`config.mk`:
```
export PLATFORM = sky130hd
export DESIGN_NAME = eap_datapath
export DESIGN_NICKNAME = d
export VERILOG_FILES = /design/src/design/eap_pkg.sv /design/src/design/eap_multiplier.sv /design/src/design/eap_datapath.sv
export SDC_FILE = /design/constraint.sdc
export NUM_CORES = 2
export LEC_CHECK = 0
export BUFFER_PORTS_ARGS = -buffer_cell sky130_fd_sc_hd__buf_2
export CAP_MARGIN = 40
export CORE_AREA = 10 10 273 275
export DETAILED_ROUTE_END_ITERATION = 12
export DIE_AREA = 0 0 283 285
export PLACE_DENSITY_LB_ADDON = 0.15
export RECOVER_POWER = 25
export SYNTH_ARGS = -nofsm -noshare
export SYNTH_HDL_FRONTEND = slang
export SYNTH_HIERARCHICAL = 1
export SYNTH_SLANG_ARGS = --single-unit
export TNS_END_PERCENT = 1
```
`constraint.sdc`:
```
create_clock -name sys_clk -period 15.74 [get_ports sys_clk]
set_input_delay 2.361 -clock sys_clk [delete_from_list [all_inputs] [get_ports sys_clk]]
set_output_delay 2.361 -clock sys_clk [all_outputs]
set_load 0.05 [all_outputs]
```
`src/design/eap_pkg.sv`:
```
package eap_pkg;
    // ------------------------------------------------------------
    // configuration word fields
    // ------------------------------------------------------------
    localparam int CFG_ROT_LSB   = 0;   // default rotate amount
    localparam int CFG_ROT_W     = 5;
    localparam int CFG_FN_LSB    = 19;  // function code F0..F7
    localparam int CFG_INV_LSB   = 20;  // span flipped by false opcode
    localparam int CFG_INV_MSB   = 27;
    localparam int CFG_EXP_BIT   = 28;  // flag expansion replaces mask
    localparam int CFG_ARITH_BIT = 29;  // arithmetic instead of boolean
    localparam int CFG_ONE_BIT   = 30;  // force carry-in of one
    localparam int CFG_CIN_BIT   = 31;  // carry-in from status carry
    localparam int DATA_W        = 32;
    localparam int FLAGS_W       = 4;
    localparam int SEG_W         = 8;
    localparam logic [31:0] RESULT_RST = 32'h0000_0000;
    localparam logic [3:0]  FLAGS_RST  = 4'h0;

    // split sizes of the alu
    localparam logic [1:0] SS_32 = 2'h0;
    localparam logic [1:0] SS_16 = 2'h1;
    localparam logic [1:0] SS_8  = 2'h2;

    // operation variants
    localparam logic VAR_MPY = 1'b0;
    localparam logic VAR_ROT = 1'b1;

    // multiple arithmetic modifiers
    typedef enum logic [2:0] {
        FM_NONE   = 3'h0,
        FM_CARRY  = 3'h1,
        FM_SIGN   = 3'h2,
        FM_ZCARRY = 3'h3,
        FM_ZSIGN  = 3'h4,
        FM_RCARRY = 3'h5,
        FM_RSIGN  = 3'h6
    } eap_fmod_t;

    // ------------------------------------------------------------
    // condition codes, flags are {n, z, c, v}
    // ------------------------------------------------------------
    function automatic logic eap_cond_pass(input logic [3:0] code, input logic [3:0] f);
        logic n, z, c, v;
        n = f[3];
        z = f[2];
        c = f[1];
        v = f[0];
        case (code)
            4'h0:    eap_cond_pass = 1'b1;
            4'h1:    eap_cond_pass = 1'b0;
            4'h2:    eap_cond_pass = z;
            4'h3:    eap_cond_pass = ~z;
            4'h4:    eap_cond_pass = c;
            4'h5:    eap_cond_pass = ~c;
            4'h6:    eap_cond_pass = n;
            4'h7:    eap_cond_pass = ~n;
            4'h8:    eap_cond_pass = v;
            4'h9:    eap_cond_pass = ~v;
            4'ha:    eap_cond_pass = c & ~z;
            4'hb:    eap_cond_pass = ~c | z;
            4'hc:    eap_cond_pass = n ~^ v;
            4'hd:    eap_cond_pass = n ^ v;
            4'he:    eap_cond_pass = ~z & (n ~^ v);
            default: eap_cond_pass = z | (n ^ v);
        endcase
    endfunction
endpackage

```
`src/design/eap_multiplier.sv`:
```
`timescale 1ns/1ns
// full, split, shifted and rounded multiply, purely combinational
module eap_multiplier (
    input  wire logic [31:0] mulA,
    input  wire logic [31:0] mulB,
    input  wire logic        signedMul,
    input  wire logic        splitMul,
    input  wire logic        roundMul,
    input  wire logic [1:0]  mulShift,
    output logic      [31:0] product
);
    logic [31:0] fullProd;
    logic [15:0] loProd;
    logic [15:0] hiProd;
    logic [31:0] rawProd;
    logic [31:0] shifted;
    logic [31:0] rounded;

    // ------------------------------------------------------------
    // products
    // ------------------------------------------------------------
    // 16x16 takes the low halfwords; sign extension keeps low 32 bits exact
    always_comb begin
        if (signedMul) begin
            fullProd = {{16{mulA[15]}}, mulA[15:0]} * {{16{mulB[15]}}, mulB[15:0]};
        end else begin
            fullProd = {16'h0000, mulA[15:0]} * {16'h0000, mulB[15:0]};
        end
    end

    // two 8x8 products
    // second source stays unsigned in a split multiply
    always_comb begin
        if (signedMul) begin
            loProd = {{8{mulA[7]}}, mulA[7:0]} * {8'h00, mulB[7:0]};
            hiProd = {{8{mulA[23]}}, mulA[23:16]} * {8'h00, mulB[23:16]};
        end else begin
            loProd = {8'h00, mulA[7:0]} * {8'h00, mulB[7:0]};
            hiProd = {8'h00, mulA[23:16]} * {8'h00, mulB[23:16]};
        end
    end

    // ------------------------------------------------------------
    // scaling and rounding
    // ------------------------------------------------------------
    // shift left, zero fill
    assign rawProd = splitMul ? {hiProd, loProd} : fullProd;
    assign shifted = rawProd << mulShift;
    assign rounded = shifted + {15'h0000, shifted[15], 16'h0000};

    assign product = roundMul ? {rounded[31:16], mulA[31:16]} : shifted;
endmodule

```
`src/design/eap_datapath.sv`:
```
`timescale 1ns/1ns
// How it works
// - alu function comes from the config word; opcode routes operands and selects the false option
// - split multiply gives two independent 8x8 products of 16 bits
// - rounding adds bit 15 into bit 16 with carry ripple
// - rounded multiply puts third source high half into result low half
// - multiply output shifts left 0 to 3, zero filled, default zero
// - condition gates both writes together, any of 16 codes
// - rotate variant: third source is amount, rotate result writable, feeds B
// - rotate variant: fourth source drives C directly or through mask generator
// - carry modifier sets multiple flags from split segment carry outs
// - sign modifier sets multiple flags from split segment sign bits
// - zeroing modifiers clear the flags before inserting new bits
// - rotating modifiers rotate the flags while inserting new bits
// - false opcode inverts F1 to F7 of the function code, F0 is not inverted
// - inversion only when mask or flag expansion feeds C
// - multiply variant: C gets config mask or flag expansion
// - no immediates; constant amounts come from config rotate field
// - register rotate amounts come from the third source, not the config word
// - inversion covers config bits 27 to 20
// - false variant also inverts the carry in
// - masked C with expansion bit set uses the flag expansion
module eap_datapath (
    input  wire logic                 sys_clk,
    input  wire logic                 resetn,
    input  wire logic                 issue,
    input  wire logic                 variant,
    input  wire logic [31:0]          aluConfig,
    input  wire logic [31:0]          srcA,
    input  wire logic [31:0]          srcB,
    input  wire logic [31:0]          thirdSource,
    input  wire logic [31:0]          fourthSource,
    input  wire logic                 maskedC,
    input  wire logic                 falseOp,
    input  wire logic                 signedMpy,
    input  wire logic                 splitMpy,
    input  wire logic                 roundMpy,
    input  wire logic [1:0]           mulShift,
    input  wire eap_pkg::eap_fmod_t   fmod,
    input  wire logic [1:0]           splitSize,
    input  wire logic                 statusCarry,
    input  wire logic                 condEnable,
    input  wire logic [3:0]           condCode,
    input  wire logic [3:0]           condFlags,
    input  wire logic [4:0]           aluDestIn,
    input  wire logic [4:0]           mulRotDestIn,
    output logic [31:0]               aluResult,
    output logic                      aluWrite,
    output logic [4:0]                aluDest,
    output logic [31:0]               mulRotResult,
    output logic                      mulRotWrite,
    output logic [4:0]                mulRotDest,
    output logic [3:0]                multipleFlags,
    output logic                      aluCarryOut
);
    logic [31:0] aluResult_reg;
    logic        aluWrite_reg;
    logic [4:0]  aluDest_reg;
    logic [31:0] mulRotResult_reg;
    logic        mulRotWrite_reg;
    logic [4:0]  mulRotDest_reg;
    logic [3:0]  flags_reg;
    logic [3:0]  flags_next;
    logic        carry_reg;

    logic        effFalse;
    logic [31:0] ctrlWord;
    logic [7:0]  fnCode;
    logic [4:0]  rotAmt;
    logic [63:0] rotWide;
    logic [31:0] rotOut;
    logic [4:0]  maskAmt;
    logic [31:0] maskOut;
    logic [31:0] flagExp;
    logic [31:0] portC;
    logic [31:0] f0Vec;
    logic [31:0] fA1Vec;
    logic [31:0] opX;
    logic [31:0] opY;
    logic        carryIn;
    logic [31:0] sumOut;
    logic [3:0]  byteCarry;
    logic [3:0]  segStart;
    logic [3:0]  newBits;
    logic [3:0]  segMask;
    logic [31:0] mulProd;
    logic        writeOk;

    // ------------------------------------------------------------
    // function code and routing
    // ------------------------------------------------------------
    // inversion gate
    // a register driving C directly has no room for the false option
    assign effFalse = falseOp & ((variant == eap_pkg::VAR_MPY) | maskedC);

    always_comb begin
        ctrlWord = aluConfig;
        if (effFalse) begin
            ctrlWord[eap_pkg::CFG_INV_MSB:eap_pkg::CFG_INV_LSB] =
                ~aluConfig[eap_pkg::CFG_INV_MSB:eap_pkg::CFG_INV_LSB];
        end
    end
    assign fnCode = ctrlWord[eap_pkg::CFG_FN_LSB +: 8];

    assign rotAmt  = (variant == eap_pkg::VAR_ROT) ? thirdSource[4:0]
                   : aluConfig[eap_pkg::CFG_ROT_LSB +: eap_pkg::CFG_ROT_W];
    assign rotWide = {srcB, srcB} << rotAmt;
    assign rotOut  = rotWide[63:32];

    // mask generator: ones below the amount, zero amount gives no mask bits
    assign maskAmt = (variant == eap_pkg::VAR_ROT) ? fourthSource[4:0]
                   : aluConfig[eap_pkg::CFG_ROT_LSB +: eap_pkg::CFG_ROT_W];
    assign maskOut = ~(32'hffff_ffff << maskAmt);

    // flag expansion: each flag fills its split segment
    always_comb begin
        case (splitSize)
            eap_pkg::SS_16: flagExp = {{16{flags_reg[1]}}, {16{flags_reg[0]}}};
            eap_pkg::SS_8:  flagExp = {{8{flags_reg[3]}}, {8{flags_reg[2]}},
                                       {8{flags_reg[1]}}, {8{flags_reg[0]}}};
            default:        flagExp = {32{flags_reg[0]}};
        endcase
    end

    // C port selection
    always_comb begin
        if (variant == eap_pkg::VAR_ROT && !maskedC) begin
            portC = fourthSource;
        end else if (aluConfig[eap_pkg::CFG_EXP_BIT]) begin
            portC = flagExp;
        end else begin
            portC = maskOut;
        end
    end

    // ------------------------------------------------------------
    // three input alu
    // ------------------------------------------------------------
    // function as A&f1 + f2: f2 is F(0,B,C), f1 is F(1,B,C)^f2
    genvar gi;
    generate
        for (gi = 0; gi < eap_pkg::DATA_W; gi++) begin : g_fn
            assign f0Vec[gi]  = fnCode[{portC[gi], rotOut[gi], 1'b0}];
            assign fA1Vec[gi] = fnCode[{portC[gi], rotOut[gi], 1'b1}];
        end
    endgenerate

    always_comb begin
        if (aluConfig[eap_pkg::CFG_ARITH_BIT]) begin
            opX = srcA & (fA1Vec ^ f0Vec);
            opY = f0Vec;
        end else begin
            opX = (srcA & fA1Vec) | (~srcA & f0Vec);
            opY = 32'h0000_0000;
        end
    end

    always_comb begin
        if (aluConfig[eap_pkg::CFG_ONE_BIT]) begin
            carryIn = 1'b1 ^ effFalse;
        end else if (aluConfig[eap_pkg::CFG_CIN_BIT]) begin
            carryIn = statusCarry ^ effFalse;
        end else begin
            carryIn = effFalse;
        end
    end

    // byte adders; the chain breaks at each segment start
    generate
        for (gi = 0; gi < 4; gi++) begin : g_seg
            logic [8:0] byteSum;
            logic       byteCin;
            assign segStart[gi] = (gi == 0) || (splitSize == eap_pkg::SS_8)
                                || (splitSize == eap_pkg::SS_16 && gi == 2);
            if (gi == 0) begin : g_first
                assign byteCin = carryIn;
            end else begin : g_rest
                assign byteCin = segStart[gi] ? carryIn : byteCarry[gi-1];
            end
            assign byteSum = {1'b0, opX[gi*8 +: 8]} + {1'b0, opY[gi*8 +: 8]}
                           + {8'h00, byteCin};
            assign sumOut[gi*8 +: 8] = byteSum[7:0];
            assign byteCarry[gi]     = byteSum[8];
        end
    endgenerate

    // ------------------------------------------------------------
    // multiple flags update
    // ------------------------------------------------------------
    // carries or sign bits per segment
    always_comb begin
        logic carryMode;
        carryMode = (fmod == eap_pkg::FM_CARRY) || (fmod == eap_pkg::FM_ZCARRY)
                  || (fmod == eap_pkg::FM_RCARRY);
        case (splitSize)
            eap_pkg::SS_16: begin
                segMask = 4'h3;
                newBits = carryMode ? {2'h0, byteCarry[3], byteCarry[1]}
                                    : {2'h0, sumOut[31], sumOut[15]};
            end
            eap_pkg::SS_8: begin
                segMask = 4'hf;
                newBits = carryMode ? byteCarry
                                    : {sumOut[31], sumOut[23], sumOut[15], sumOut[7]};
            end
            default: begin
                segMask = 4'h1;
                newBits = carryMode ? {3'h0, byteCarry[3]} : {3'h0, sumOut[31]};
            end
        endcase
    end

    always_comb begin
        case (fmod)
            eap_pkg::FM_ZCARRY, eap_pkg::FM_ZSIGN: flags_next = newBits;
            eap_pkg::FM_RCARRY, eap_pkg::FM_RSIGN: begin
                case (splitSize)
                    eap_pkg::SS_16: flags_next = {flags_reg[1:0], newBits[1:0]};
                    eap_pkg::SS_8:  flags_next = newBits;
                    default:        flags_next = {flags_reg[2:0], newBits[0]};
                endcase
            end
            eap_pkg::FM_CARRY, eap_pkg::FM_SIGN: flags_next = (flags_reg & ~segMask) | newBits;
            default: flags_next = flags_reg;
        endcase
    end

    // ------------------------------------------------------------
    // multiplier
    // ------------------------------------------------------------
    eap_multiplier u_mul (
        .mulA      (thirdSource),
        .mulB      (fourthSource),
        .signedMul (signedMpy),
        .splitMul  (splitMpy),
        .roundMul  (roundMpy),
        .mulShift  (mulShift),
        .product   (mulProd)
    );

    // ------------------------------------------------------------
    // write back
    // ------------------------------------------------------------
    // one condition for both writes
    // destinations trusted as issued by the decoder
    assign writeOk = issue & (~condEnable | eap_pkg::eap_cond_pass(condCode, condFlags));

    // results and write strobes, one cycle after issue
    always_ff @(posedge sys_clk or negedge resetn) begin
        if (!resetn) begin
            aluResult_reg    <= eap_pkg::RESULT_RST;
            mulRotResult_reg <= eap_pkg::RESULT_RST;
            aluWrite_reg     <= 1'b0;
            mulRotWrite_reg  <= 1'b0;
            aluDest_reg      <= 5'h00;
            mulRotDest_reg   <= 5'h00;
            carry_reg        <= 1'b0;
        end else begin
            aluWrite_reg    <= writeOk;
            mulRotWrite_reg <= writeOk;
            if (issue) begin
                aluResult_reg <= sumOut;
                carry_reg     <= byteCarry[3];
                aluDest_reg   <= aluDestIn;
                mulRotDest_reg <= mulRotDestIn;
                mulRotResult_reg <= (variant == eap_pkg::VAR_ROT) ? rotOut : mulProd;
            end
        end
    end

    // flags register; a blocked condition leaves the flags alone
    always_ff @(posedge sys_clk or negedge resetn) begin
        if (!resetn) begin
            flags_reg <= eap_pkg::FLAGS_RST;
        end else if (writeOk) begin
            flags_reg <= flags_next;
        end
    end

    assign aluResult     = aluResult_reg;
    assign aluWrite      = aluWrite_reg;
    assign aluDest       = aluDest_reg;
    assign mulRotResult  = mulRotResult_reg;
    assign mulRotWrite   = mulRotWrite_reg;
    assign mulRotDest    = mulRotDest_reg;
    assign multipleFlags = flags_reg;
    assign aluCarryOut   = carry_reg;
endmodule

```
==> flow_summary.json <==
{
  "clkSinkCount": 80,
  "fin_nets": 5406,
  "clk_root_buffer_cell": "clkbuf_16",
  "post-route-period-util": 0.915,
  "cts_tree": "yes",
  "hold_violations": 0,
  "area_growth_pct": 7.11,
  "fin_skew_ps": 10.1,
  "hold_path.class": "reg2reg",
  "multi_input_area_mm2": 0.0306,
  "syn_inst": 4211,
  "grt_pass1_wl_mm": 182,
  "start_util": 0.522,
  "post-cts-setup-buffer-count": 0,
  "die_y_um": 285,
  "setup.worst_path.start_class": "primary input",
  "wl_per_cell_um": 21.9,
  "detail-route-antenna-nets": 0,
  "drv_cap": 1,
  "endpoint_kind": "flop",
  "gp_congestion": 0.985,
  "wirelength_mm": 116,
  "synth-seq-cells": 80,
  "setup_viol": 0,
  "portBuffers": 261,
  "min_period_ps": 14410,
  "synth_edf_count": 0,
  "worst_pin_slew_ps": 3060,
  "dpl.hpwl_mm": 96.0,
  "relSlewSlack": -1.04,
  "h-tree-depth": 3,
  "synth_cell_types": 97,
  "yosys_warnings": 6,
  "regArea_mm2": 0.00200,
  "synth-main-ff-cell": "dfrtp_1",
  "synthArstFlopShare": 1.00,
  "rows": 97,
  "cp_max_fo": 55,
  "critical_path_class": "in2reg",
  "drv_slew": 56,
  "drt_pass1_iterations": 6,
  "vias_per_cell": 5.82,
  "numCtsBuffers": 9,
  "drc": 0,
  "syn_nets": 5247,
  "setup-tns-final_ps": 0,
  "cts.clk_slew.worst_paths_ps": 70,
  "ctsResizeCount": 0,
  "antenna_found_initial": 5,
  "fmax_ghz": 0.0694,
  "synth_area_mm2": 0.0362,
  "cp_data_required_time_ps": 16050,
  "max_stage_delay_ps": 660,
  "first_global_vias": 31484,
  "die_area_mm2": 0.0807,
  "ys_seq_area_frac": 0.0553,
  "clock_path_buffers": 2,
  "clk_latency_ps": 360,
  "crit_arrival_ps": 14720,
  "ioPinCount": 277,
  "grt_use_total": 0.286,
  "core-area_mm2": 0.0693,
  "cp_slowest_cell": "a21oi_1",
  "violations": "max-capacitance violations, max-slew violations",
  "status": "complete, but fails checks",
  "layout-drive-gt1-share": 0.123,
  "cts_hold_buf": 0,
  "grt_start_max_net_pins": 56,
  "crit_top_cell": "o21ai_0",
  "synth_area_per_cell_um2": 8.59,
  "fillers": 6540,
  "drtIter0Drc": 2679,
  "gr-total-overflow": 0,
  "die_w_um": 283,
  "grt_setup_unrepaired": "false",
  "vias": 30970
}
cell usage in the layout, fill, tap and decap left out, types with 12 or more instances in the layout:
master and instances:
a21oi_1 189, nor2_1 200, mux2_2 74, and3_1 12, buf_2 261, or3_1 23, o21ai_1 26, buf_4 56
xnor2_1 89, mux2i_1 280, xor2_1 37, dfrtp_1 80, mux4_2 57, or2_2 16, o21a_1 23, o21bai_1 13
o31ai_1 18, a31oi_1 20, a21o_1 62, nor3_1 49, ha_1 325, and2_1 184, a221oi_1 12, o21ai_0 193
a211oi_1 52, nand2_1 408, nand2b_1 35, fa_1 515, inv_1 747, a21boi_0 16, nor2b_1 28, o211ai_1 33
nand3_1 48
routing by layer:
| metal | wire length, um | share of wire | GRT usage | vias up |
|---|---|---|---|---|
| met5 | 0 | 0 | 0 | - |
| met4 | 2930 | 0.025 | 0.0694 | 0 |
| met3 | 8560 | 0.074 | 0.0430 | 139 |
| met2 | 54900 | 0.47 | 0.470 | 1124 |
| met1 | 50000 | 0.43 | 0.392 | 15460 |
| li1 | - | - | - | 14247 |
critical path: cells and delay by family:
kind                     cells  cell delay (ps)
AO/OA/AOI/OAI               31             5740
adder cells (fa/ha/maj)      8             3360
buffers and inverters        3             1030
multiplexers                 2              650
AND/OR/NAND/NOR              9             1520
per-stage QoR:
stage	util	area (um2)	instances	worst slack [ps]	hold slack, ps
after floorplan	-	36200	4211	3760	771
after global placement	0.553	38400	5289	1350	460
after detailed placement	0.555	38500	5298	1250	464
after CTS	0.559	38800	5314	1620	479
after global routing	0.559	38800	5318	433	495
final	0.559	38800	5320	1330	477
cell families after synthesis:
family          share of synthesized area
simple gates                        0.137
buf+inv                             0.100
mux                                 0.145
fa+ha+maj                           0.397
xor+xnor                           0.0320
flops                              0.0553
compound gates                      0.133
area by class of cell:
type                            count  share of cell area
Tap cell                          940              0.0303
Clock buffer                        9             0.00581
Clock inverter                      7             0.00216
Antenna cell                        5            0.000323
Multi-Input combinational cell   3203               0.790
Sequential cell                    80              0.0517
Timing Repair Buffer              324              0.0466
Inverter                          752              0.0728
cell usage after synthesis, drive strengths merged, types with 48 or more instances:
cell type,number,area share
a211oi,52,0.011
buf,52,0.0093
a21oi,193,0.027
a21o,62,0.013
o21ai,223,0.031
nor3,49,0.0068
nand2,408,0.042
nand3,48,0.0066
clkbuf,124,0.013
dfrtp,80,0.055
mux2,75,0.023
fa,515,0.28
mux2i,299,0.086
xnor2,92,0.022
nor2,200,0.021
ha,325,0.11
and2,185,0.032
mux4,57,0.035
inv,749,0.078
worst paths after layout:
kind                                         startpoint                           end  slack (ps)  cells after the start
max                                             variant  multipleFlags[0]$_DFFE_PN0P_        1330                     53
min                         mulRotResult[6]$_DFFE_PN0P_   mulRotResult[6]$_DFFE_PN0P_         480                      1
max reg2reg                multipleFlags[0]$_DFFE_PN0P_  multipleFlags[0]$_DFFE_PN0P_        3830                     50
min reg2reg                 mulRotResult[6]$_DFFE_PN0P_   mulRotResult[6]$_DFFE_PN0P_         480                      1
max in group asynchronous                        resetn  mulRotResult[26]$_DFFE_PN0P_        9730                      3
min in group asynchronous                        resetn     aluResult[27]$_DFFE_PN0P_        2010                      1
Power is not shown: default switching activity piles up to over one toggle a cycle in this logic, so the estimate is an artifact.
